**src/common/lvd_pkg.sv**
```systemverilog
// package: register map, field positions and reset values of the low-voltage detect control
// How it works
// - control bit 1 set gives reset mode, clear gives interrupt mode.
// - control bit 2 picks supply comparator (0) or external pin comparator (1).
// - reset mode: internal reset held while selected input is below level.
// - interrupt mode: interrupt on both falling-below and rising-to-level crossings.
// - control bit 0 is a read-only live below-level flag while enabled.
// - control bit 7 set starts the comparator and detection.
// - level select register bits 3..0 choose the supply threshold.
// - setting mode bit while at or above level gives no reset.
// - interrupt mode: disabling while below level raises an interrupt and request flag.
// - any reset generation sets the detector interrupt mask.
// - a detector reset is recorded in reset cause register bit 0.
// - enable, mode and source bits survive a detector reset only.
// - level select register survives a detector reset only.
// - the flag drives the interrupt only in interrupt mode, while enabled or in the cycle after enable is cleared.
package lvd_pkg;
  // byte offsets on the apb bus
  localparam logic [7:0] OFS_CONTROL = 8'h00;
  localparam logic [7:0] OFS_LEVEL = 8'h04;
  localparam logic [7:0] OFS_IRQ = 8'h08;
  localparam logic [7:0] OFS_CAUSE = 8'h0c;
  // detect_control_reg fields
  localparam int CTL_ENABLE_BIT = 7;
  localparam int CTL_SOURCE_BIT = 2;
  localparam int CTL_MODE_BIT = 1;
  localparam int CTL_FLAG_BIT = 0;
  // level_select_reg field
  localparam int LEVEL_WIDTH = 4;
  localparam logic [3:0] LEVEL_RESET = 4'h0;
  // interrupt register fields
  localparam int IRQ_FLAG_BIT = 0;
  localparam int IRQ_MASK_BIT = 1;
  // reset_cause_reg field
  localparam int CAUSE_BIT = 0;
  // data width and reset values
  localparam int DATA_WIDTH = 32;
  localparam logic [31:0] DATA_ZERO = 32'h0000_0000;
  localparam logic CTL_BIT_RESET = 1'b0;
  localparam logic MASK_RESET = 1'b1;
endpackage

```
**src/verilog/lvd_sync.sv**
```systemverilog
// two-flop synchroniser for one asynchronous level
`timescale 1ns/1ps
module lvd_sync
  import lvd_pkg::*;
(
  // clock and reset
  input wire logic pclk,
  input wire logic presetn,
  // level in and out
  input wire logic async_in,
  output logic sync_out
);
  logic meta;

  // first stage feeds only the second
  always_ff @(posedge pclk or negedge presetn) begin
    if (!presetn) begin
      meta <= 1'b0;
      sync_out <= 1'b0;
    end else begin
      meta <= async_in;
      sync_out <= meta;
    end
  end
endmodule

```
**src/verilog/lvd_ctrl.sv**
```systemverilog
// low-voltage detect control: apb registers, source select, reset and interrupt generation
`timescale 1ns/1ps
module lvd_ctrl
  import lvd_pkg::*;
(
  // apb clock and system reset
  input wire logic pclk,
  input wire logic presetn,
  // apb slave
  input wire logic psel,
  input wire logic penable,
  input wire logic pwrite,
  input wire logic [7:0] paddr,
  input wire logic [31:0] pwdata,
  output logic [31:0] prdata,
  output logic pready,
  output logic pslverr,
  // analog comparator side, high means below level
  input wire logic supply_below_async,
  input wire logic external_below_async,
  output logic comparator_enable,
  output logic [3:0] supply_threshold,
  // system side
  output logic detect_reset,
  output logic detect_irq,
  output logic detect_irq_pending
);
  // control state
  logic detect_enable;
  logic detect_mode_select;
  logic detect_source_select;
  logic [3:0] level_select_field;
  logic detect_irq_request_flag;
  logic detect_irq_mask;
  logic detect_reset_cause_flag;
  // synchronised comparator levels
  logic supply_below;
  logic external_below;
  logic selected_below;
  logic below_level_flag;
  logic flag_q;
  logic enable_q;
  logic irq_event;
  logic next_reset;
  // bus decode
  logic setup_phase;
  logic access_wr;
  logic access_rd;
  logic addr_hit;
  logic sel_control;
  logic sel_level;
  logic sel_irq;
  logic sel_cause;
  logic [31:0] next_prdata;

  // comparator levels brought into the clock domain
  lvd_sync u_sync_supply (
    .pclk(pclk),
    .presetn(presetn),
    .async_in(supply_below_async),
    .sync_out(supply_below)
  );

  lvd_sync u_sync_external (
    .pclk(pclk),
    .presetn(presetn),
    .async_in(external_below_async),
    .sync_out(external_below)
  );

  // source choice and live flag
  assign selected_below = detect_source_select ? external_below : supply_below;
  assign below_level_flag = detect_enable & selected_below;

  // crossing detect, also catches the drop when enable is cleared
  assign irq_event = (below_level_flag != flag_q) & ~detect_mode_select
                     & (detect_enable | enable_q);

  // reset request only while enabled in reset mode and below
  assign next_reset = detect_enable & detect_mode_select & selected_below;

  // register selects
  assign sel_control = (paddr == OFS_CONTROL);
  assign sel_level = (paddr == OFS_LEVEL);
  assign sel_irq = (paddr == OFS_IRQ);
  assign sel_cause = (paddr == OFS_CAUSE);

  // apb phases, the slave never stretches
  assign setup_phase = psel & ~penable;
  assign access_wr = psel & penable & pwrite;
  assign access_rd = psel & penable & ~pwrite;
  assign pready = 1'b1;
  assign addr_hit = sel_control | sel_level | sel_irq | sel_cause;
  assign pslverr = psel & penable & ~addr_hit;

  // analog side
  assign comparator_enable = detect_enable;
  assign supply_threshold = level_select_field;
  assign detect_irq_pending = detect_irq_request_flag & ~detect_irq_mask;

  // history for the crossing detect
  always_ff @(posedge pclk or negedge presetn) begin
    if (!presetn) begin
      flag_q <= 1'b0;
      enable_q <= 1'b0;
    end else begin
      flag_q <= below_level_flag;
      enable_q <= detect_enable;
    end
  end

  // control bits, untouched by the detector's own reset
  always_ff @(posedge pclk or negedge presetn) begin
    if (!presetn) begin
      detect_enable <= CTL_BIT_RESET;
      detect_mode_select <= CTL_BIT_RESET;
      detect_source_select <= CTL_BIT_RESET;
    end else if (access_wr && sel_control) begin
      detect_enable <= pwdata[CTL_ENABLE_BIT];
      detect_mode_select <= pwdata[CTL_MODE_BIT];
      detect_source_select <= pwdata[CTL_SOURCE_BIT];
    end
  end

  // threshold code, kept over a detector reset
  always_ff @(posedge pclk or negedge presetn) begin
    if (!presetn) begin
      level_select_field <= LEVEL_RESET;
    end else if (access_wr && sel_level) begin
      level_select_field <= pwdata[LEVEL_WIDTH-1:0];
    end
  end

  // internal reset output
  always_ff @(posedge pclk or negedge presetn) begin
    if (!presetn) begin
      detect_reset <= 1'b0;
    end else begin
      detect_reset <= next_reset;
    end
  end

  // interrupt pulse, one cycle per crossing
  always_ff @(posedge pclk or negedge presetn) begin
    if (!presetn) begin
      detect_irq <= 1'b0;
    end else begin
      detect_irq <= irq_event;
    end
  end

  // request flag: a crossing wins over a software clear
  always_ff @(posedge pclk or negedge presetn) begin
    if (!presetn) begin
      detect_irq_request_flag <= 1'b0;
    end else if (irq_event) begin
      detect_irq_request_flag <= 1'b1;
    end else if (access_wr && paddr == OFS_IRQ) begin
      detect_irq_request_flag <= pwdata[IRQ_FLAG_BIT];
    end
  end

  // mask: set by any reset, including the detector's
  always_ff @(posedge pclk or negedge presetn) begin
    if (!presetn) begin
      detect_irq_mask <= MASK_RESET;
    end else if (detect_reset) begin
      detect_irq_mask <= 1'b1;
    end else if (access_wr && paddr == OFS_IRQ) begin
      detect_irq_mask <= pwdata[IRQ_MASK_BIT];
    end
  end

  // reset cause: set by detector reset, cleared when read
  // only a cause already reported is cleared, so a set between setup and access survives
  always_ff @(posedge pclk or negedge presetn) begin
    if (!presetn) begin
      detect_reset_cause_flag <= 1'b0;
    end else if (detect_reset) begin
      detect_reset_cause_flag <= 1'b1;
    end else if (access_rd && sel_cause && prdata[CAUSE_BIT]) begin
      detect_reset_cause_flag <= 1'b0;
    end
  end

  // read mux, sampled in the setup phase
  always_comb begin
    next_prdata = DATA_ZERO;
    unique case (paddr)
      OFS_CONTROL: begin
        next_prdata[CTL_ENABLE_BIT] = detect_enable;
        next_prdata[CTL_SOURCE_BIT] = detect_source_select;
        next_prdata[CTL_MODE_BIT] = detect_mode_select;
        next_prdata[CTL_FLAG_BIT] = below_level_flag;
      end
      OFS_LEVEL: begin
        next_prdata[LEVEL_WIDTH-1:0] = level_select_field;
      end
      OFS_IRQ: begin
        next_prdata[IRQ_FLAG_BIT] = detect_irq_request_flag;
        next_prdata[IRQ_MASK_BIT] = detect_irq_mask;
      end
      OFS_CAUSE: begin
        next_prdata[CAUSE_BIT] = detect_reset_cause_flag;
      end
      default: begin
        next_prdata = DATA_ZERO;
      end
    endcase
  end

  // read data register
  always_ff @(posedge pclk or negedge presetn) begin
    if (!presetn) begin
      prdata <= DATA_ZERO;
    end else if (setup_phase && !pwrite) begin
      prdata <= next_prdata;
    end
  end

  // checks on the detection behaviour
  a_reset_follows: assert property (@(posedge pclk) disable iff (!presetn)
    (detect_enable && detect_mode_select && selected_below) |=> detect_reset)
    else $error("reset not raised while below level in reset mode");

  a_reset_quiet: assert property (@(posedge pclk) disable iff (!presetn)
    !(detect_enable && detect_mode_select && selected_below) |=> !detect_reset)
    else $error("reset raised while at level or not in reset mode");

  a_irq_crossing: assert property (@(posedge pclk) disable iff (!presetn)
    (detect_enable && enable_q && !detect_mode_select && $changed(below_level_flag)) |=> detect_irq)
    else $error("crossing in interrupt mode gave no interrupt");

  a_irq_sets_flag: assert property (@(posedge pclk) disable iff (!presetn)
    detect_irq |-> detect_irq_request_flag)
    else $error("interrupt pulse without request flag");

  a_disable_below: assert property (@(posedge pclk) disable iff (!presetn)
    ($fell(detect_enable) && flag_q && !detect_mode_select) |=> (detect_irq && detect_irq_request_flag))
    else $error("disable below level gave no interrupt");

  a_reset_mode_silent: assert property (@(posedge pclk) disable iff (!presetn)
    detect_mode_select |=> !detect_irq)
    else $error("interrupt pulse in reset mode");

  a_mask_on_reset: assert property (@(posedge pclk) disable iff (!presetn)
    detect_reset |=> detect_irq_mask)
    else $error("mask not set by detector reset");

  a_cause_on_reset: assert property (@(posedge pclk) disable iff (!presetn)
    detect_reset |=> detect_reset_cause_flag)
    else $error("reset cause not recorded");

  a_flag_disabled: assert property (@(posedge pclk) disable iff (!presetn)
    !detect_enable |-> !below_level_flag)
    else $error("level flag set while disabled");

  a_sync_latency: assert property (@(posedge pclk) disable iff (!presetn)
    $rose(supply_below_async) ##1 supply_below_async |=> supply_below)
    else $error("supply level not through two stages");

  // checks on the register side
  a_enable_write: assert property (@(posedge pclk) disable iff (!presetn)
    (access_wr && sel_control) |=> (detect_enable == $past(pwdata[CTL_ENABLE_BIT])))
    else $error("enable bit not taken from the write");

  a_mode_write: assert property (@(posedge pclk) disable iff (!presetn)
    (access_wr && sel_control) |=> (detect_mode_select == $past(pwdata[CTL_MODE_BIT])))
    else $error("mode bit not taken from the write");

  a_source_write: assert property (@(posedge pclk) disable iff (!presetn)
    (access_wr && sel_control) |=> (detect_source_select == $past(pwdata[CTL_SOURCE_BIT])))
    else $error("source bit not taken from the write");

  a_level_write: assert property (@(posedge pclk) disable iff (!presetn)
    (access_wr && sel_level) |=> (supply_threshold == $past(pwdata[LEVEL_WIDTH-1:0])))
    else $error("threshold code not taken from the write");

  a_flag_readback: assert property (@(posedge pclk) disable iff (!presetn)
    (setup_phase && !pwrite && sel_control) |=> (prdata[CTL_FLAG_BIT] == $past(below_level_flag)))
    else $error("level flag not returned on read");

  a_mode_readback: assert property (@(posedge pclk) disable iff (!presetn)
    (setup_phase && !pwrite && sel_control) |=> (prdata[CTL_MODE_BIT] == $past(detect_mode_select)))
    else $error("mode bit not returned on read");

  a_level_readback: assert property (@(posedge pclk) disable iff (!presetn)
    (setup_phase && !pwrite && sel_level) |=> (prdata[LEVEL_WIDTH-1:0] == $past(level_select_field)))
    else $error("threshold code not returned on read");

  a_flag_write_set: assert property (@(posedge pclk) disable iff (!presetn)
    (access_wr && sel_irq && pwdata[IRQ_FLAG_BIT]) |=> detect_irq_request_flag)
    else $error("request flag not set by write");

  a_flag_write_clear: assert property (@(posedge pclk) disable iff (!presetn)
    (access_wr && sel_irq && !pwdata[IRQ_FLAG_BIT] && !irq_event) |=> !detect_irq_request_flag)
    else $error("request flag not cleared by write");

  a_mask_write: assert property (@(posedge pclk) disable iff (!presetn)
    (access_wr && sel_irq && !detect_reset) |=> (detect_irq_mask == $past(pwdata[IRQ_MASK_BIT])))
    else $error("mask not taken from the write");

  a_pending_masked: assert property (@(posedge pclk) disable iff (!presetn)
    detect_irq_mask |-> !detect_irq_pending)
    else $error("pending shown while masked");

  a_cause_held: assert property (@(posedge pclk) disable iff (!presetn)
    (detect_reset_cause_flag && !(access_rd && sel_cause)) |=> detect_reset_cause_flag)
    else $error("reset cause lost without a read");

  a_cause_clear: assert property (@(posedge pclk) disable iff (!presetn)
    (access_rd && sel_cause && prdata[CAUSE_BIT] && !detect_reset) |=> !detect_reset_cause_flag)
    else $error("reported reset cause not cleared");

  // checks on the comparator path
  a_supply_source: assert property (@(posedge pclk) disable iff (!presetn)
    (detect_enable && !detect_source_select) |-> (below_level_flag == supply_below))
    else $error("flag does not follow the supply comparator");

  a_ext_source: assert property (@(posedge pclk) disable iff (!presetn)
    (detect_enable && detect_source_select) |-> (below_level_flag == external_below))
    else $error("flag does not follow the external comparator");

  a_reset_release: assert property (@(posedge pclk) disable iff (!presetn)
    (detect_reset && !selected_below) |=> !detect_reset)
    else $error("reset held after level recovered");

  a_irq_steady: assert property (@(posedge pclk) disable iff (!presetn)
    !$changed(below_level_flag) |=> !detect_irq)
    else $error("interrupt pulse without a crossing");

  a_quiet_disabled: assert property (@(posedge pclk) disable iff (!presetn)
    (!detect_enable && !enable_q) |=> !detect_irq)
    else $error("interrupt pulse while detection off");

  a_sync_external: assert property (@(posedge pclk) disable iff (!presetn)
    $rose(external_below_async) ##1 external_below_async |=> external_below)
    else $error("external level not through two stages");

  a_sync_fall: assert property (@(posedge pclk) disable iff (!presetn)
    $fell(supply_below_async) ##1 !supply_below_async |=> !supply_below)
    else $error("supply recovery not through two stages");

  // main scenarios
  c_reset_mode: cover property (@(posedge pclk) disable iff (!presetn) $rose(detect_reset));
  c_irq_fall: cover property (@(posedge pclk) disable iff (!presetn) detect_irq && below_level_flag);
  c_irq_rise: cover property (@(posedge pclk) disable iff (!presetn) detect_irq && !flag_q && detect_enable);
  c_disable_irq: cover property (@(posedge pclk) disable iff (!presetn) $fell(detect_enable) ##1 detect_irq);
  c_source_ext: cover property (@(posedge pclk) disable iff (!presetn) detect_irq && detect_source_select);
endmodule

```
**config.mk**
```make
export PLATFORM = sky130hd
export DESIGN_NAME = lvd_ctrl
export DESIGN_NICKNAME = d
export VERILOG_FILES = /design/src/common/lvd_pkg.sv /design/src/verilog/lvd_sync.sv /design/src/verilog/lvd_ctrl.sv
export SDC_FILE = /design/constraint.sdc
export NUM_CORES = 1
export LEC_CHECK = 0
export BUFFER_PORTS_ARGS = -buffer_cell sky130_fd_sc_hd__buf_2
export CORE_ASPECT_RATIO = 1.25
export CORE_MARGIN = 4
export CORE_UTILIZATION = 43
export CTS_CLUSTER_DIAMETER = 30
export DETAILED_ROUTE_END_ITERATION = 10
export HOLD_SLACK_MARGIN = 0.06
export PLACE_DENSITY_LB_ADDON = 0.1
export SETUP_SLACK_MARGIN = 0.3
export SYNTH_ARGS = -nofsm -noshare
export SYNTH_HDL_FRONTEND = slang
export SYNTH_SLANG_ARGS = --single-unit
```
**constraint.sdc**
```tcl
create_clock -name pclk -period 3.25 [get_ports pclk]
set_clock_uncertainty 0.15 [all_clocks]
set_input_delay 0.65 -clock pclk [delete_from_list [all_inputs] [get_ports pclk]]
set_output_delay 0.65 -clock pclk [all_outputs]
set_load 0.05 [all_outputs]
```
==> run summary <==
Residual antenna-violating net count after detailed routing - 0
Count of buffers from port buffering - 33
Sequential cell area fraction in the yosys report - 47.0%
Final cycle utilization of the critical path - 74.5%
Number of iterations in the first detailed-routing pass - 3
Share of the synthesized area in the top cell type - 44.9%
Area inside the core boundary - 2710 um^2
Highest-delay cell along the critical path - sky130_fd_sc_hd__nor4_4
Share of power burned in combinational logic - 21.6%
Cell-internal power - 0.355 mW
Crit path time final - 2420 ps
Final-stage net count - 192
Portion of total power attributed to the clock network - 23.8%
Setup Total Neg Slack - 0 ps
Fill cell total of the finished layout - 265
Peak fanout along the critical path - 4
Outcome - finished, final reports clean
Clock sinks - 23
Total standard cell area after synthesis - 1230 um^2
Count of flip-flops with a built-in enable after synthesis - 0
Final cell count without fillers - 178
Setup Buffers After CTS - 0
Fraction of registers with async set/reset - 100%
Number of DRC violations after detailed-routing iteration 0 - 12
Final wirelength - 2.15 mm
Cell types with the largest area share after synthesis - sky130_fd_sc_hd__dfrtp_1 (45%), sky130_fd_sc_hd__buf_4 (17%), sky130_fd_sc_hd__mux2_2 (6.4%), sky130_fd_sc_hd__mux2i_1 (4.1%), sky130_fd_sc_hd__nand2_1 (3.1%)
RePlAce Congestion - 0.691
Kind of end point of the critical path - output pin
DIE AREA - 3780 um^2
Global routing usage summed across all routing layers - 11.7%
Synthesized area divided by synthesized cell count - 11.0 um^2
Family of cells with the greatest summed delay on the critical path - simple AND/OR/NAND/NOR gates
Htree depth - 1
Share of total power in sequential cells - 54.6%
Leakage power of the design - 0.749 nW
Most used cell, CP - sky130_fd_sc_hd__buf_2
Net Switching - 0.182 mW
Worst Path Buf+Inv - 2
Number of unique standard cell types used by synthesis - 32
Critical Path Max Stage Delay - 360 ps
Proportion of total power due to net switching - 33.9%
Clock-pin transition on the worst setup and hold timing paths - 110 ps
Syn Inst Count - 112
Count of max-cap constraint violations - 0
Average detailed-routed wire length per instance - 12.1 um
Total gr overflow - 0
Final setup violation count - 0
Max-slew violation total from the final report - 0
Fmax achieved - 413 MHz
P per Cell Area - 402 nW/um^2
Die width - 55.8 um
Die H - 67.7 um
Hold-fix buffers, CTS - 0
End-of-flow core utilization - 49.3%
Number of cells traversed by the worst register-to-register path - 4
Worst slack at placement - 817 ps
Ys Warns - 0
Dominant cell type by area after synthesis - sky130_fd_sc_hd__dfrtp_1
Source-to-sink clock delay at the later pin of the worst-skew pair - 300 ps
Startpoint type of the worst setup path - input port
Residual DRC - 0
Placed wire-length estimate after detailed placement - 1.73 mm
Yosys reg bits - 23
Worst path required time - 2450 ps
Setup slack after layout - 829 ps
Top Ports - 89
Clock tree root driver cell - sky130_fd_sc_hd__clkbuf_4
Number of vias per cell - 4.51
Post-CTS resize count - 0
Wire length of the first global-routing pass - 3.39 mm
Number of placement rows - 21
Fraction of layout cells with a size suffix above 1 - 34.7%
Number of buffers created by CTS - 3
Class of the most critical hold timing path - in2async
Arrival time at the worst endpoint - 1620 ps
Cell breakdown of the critical path - buf_2 -> nor4_4 -> and2_2 -> nor2_1 -> buf_2
Kind of critical path - in2out
Largest net degree at the start of global routing - 24
Final number of hold-violating endpoints - 0
TritonCTS clock tree - built
Placed Cells - 174
Commonest register cell after synthesis - sky130_fd_sc_hd__dfrtp_1
Deepest clock path buffer count - 2
Starting density of the core - 45.4%
Maximum vdd ir drop - 0.000286 V
Area growth from synthesis to layout - 8.77%
Unrepaired setup endpoints after global routing - no
Number of global-route vias before repair - 737
Total via count in the routed design - 803
WP depth - 5
Antenna cell count - 0
Number of antenna violations at the first check in global routing - 0
cells in the mapped netlist (all sizes together) (2+ instances only):
library cell / instances
o21ai: 3
and2: 2
nor3: 2
nor2: 5
nand3b: 2
mux2i: 5
conb: 2
nand2: 10
mux2: 7
dfrtp: 22
buf: 30
o31ai: 4
inv: 2
nand4: 2
sequential cells by signal (all words and copies together) (netlist names):
name and count:
prdata 5, supply_threshold 4, comparator_enable 1, detect_irq 1, detect_irq_mask 1, detect_irq_request_flag 1, detect_mode_select 1, detect_reset 1
detect_reset_cause_flag 1, detect_source_select 1, enable_q 1, flag_q 1, u_sync_external.meta 1, u_sync_external.sync_out 1, u_sync_supply.meta 1, u_sync_supply.sync_out 1
kinds of logic after synthesis:
| logic type | share of synthesized area, % |
|---|---|
| buf+inv | 18.9 |
| simple gates | 16.2 |
| flops | 47.0 |
| mux | 10.5 |
| compound gates | 6.12 |
| other cells | 0.612 |
| xor+xnor | 0.714 |
power groups by stage:
stage          clock network, mW  registers (mW)  logic (mW)
2_1_floorplan                  0           0.302       0.116
3_3_place_gp                   0           0.298       0.115
3_5_place_dp                   0           0.299       0.116
4_1_cts                    0.133           0.293       0.116
5_1_grt                    0.146           0.294       0.122
6_report                   0.128           0.293       0.116
layer usage:
metal	part of all wire, %	vias up	wire length [um]	track usage (%)
met5	0	-	0	0
met4	1.4	0	31	5.47
met3	11	4	238	2.49
met2	47	44	1020	20.4
met1	40	366	865	13.8
li1	-	389	-	-
layout by cell type (no fill, tap or decap), drive strengths merged:
cell | netlist | final
nand2 | 10 | 10
buf | 30 | 33
nand3 | 1 | 1
and2 | 2 | 2
inv | 2 | 2
clkbuf | 1 | 4
nor3b | 1 | 1
xnor2 | 1 | 1
a211o | 1 | 1
nor4 | 1 | 1
o21ai | 3 | 3
nand4 | 2 | 2
dfstp | 1 | 1
and4b | 1 | 1
nand3b | 2 | 2
mux2i | 5 | 5
or3b | 1 | 1
and2b | 1 | 1
mux2 | 7 | 7
a21oi | 1 | 1
a21o | 1 | 1
o41ai | 1 | 1
dfrtp | 22 | 22
nor3 | 2 | 2
nor2b | 1 | 1
o31ai | 4 | 4
nor2 | 5 | 5
conb | 2 | 28
through the flow:
| step | power [mW] | hold slack (ps) | area (um^2) |
|---|---|---|---|
| after detailed placement | 0.415 | 186 | 1310 |
| after CTS | 0.542 | 156 | 1340 |
| after global routing | 0.563 | 172 | 1340 |
| after global placement | 0.413 | 185 | 1310 |
| after floorplan | 0.418 | 181 | 1330 |
| final | 0.537 | 139 | 1340 |
cell type report:
type | instances | area, um^2 | area share, %
Tap cell | 34 | 42.5 | 3.19
Timing Repair Buffer | 33 | 165 | 12.4
Clock buffer | 4 | 26.3 | 1.97
Multi-Input combinational cell | 82 | 517 | 38.7
Inverter | 2 | 7.51 | 0.562
Sequential cell | 23 | 577 | 43.2
worst paths after layout:
check / startpoint / to / slack (ps)
worst max-delay path: paddr[7] / pslverr / 830
max in group asynchronous: presetn / detect_irq_mask / 2460
worst min-delay path: presetn / detect_irq / 140
worst max register to register: detect_source_select / detect_irq_request_flag / 1880
min in group pclk: u_sync_external.meta / u_sync_external.sync_out / 210
worst min register to register: u_sync_external.meta / u_sync_external.sync_out / 210
Power figures use the tool's default switching activity.
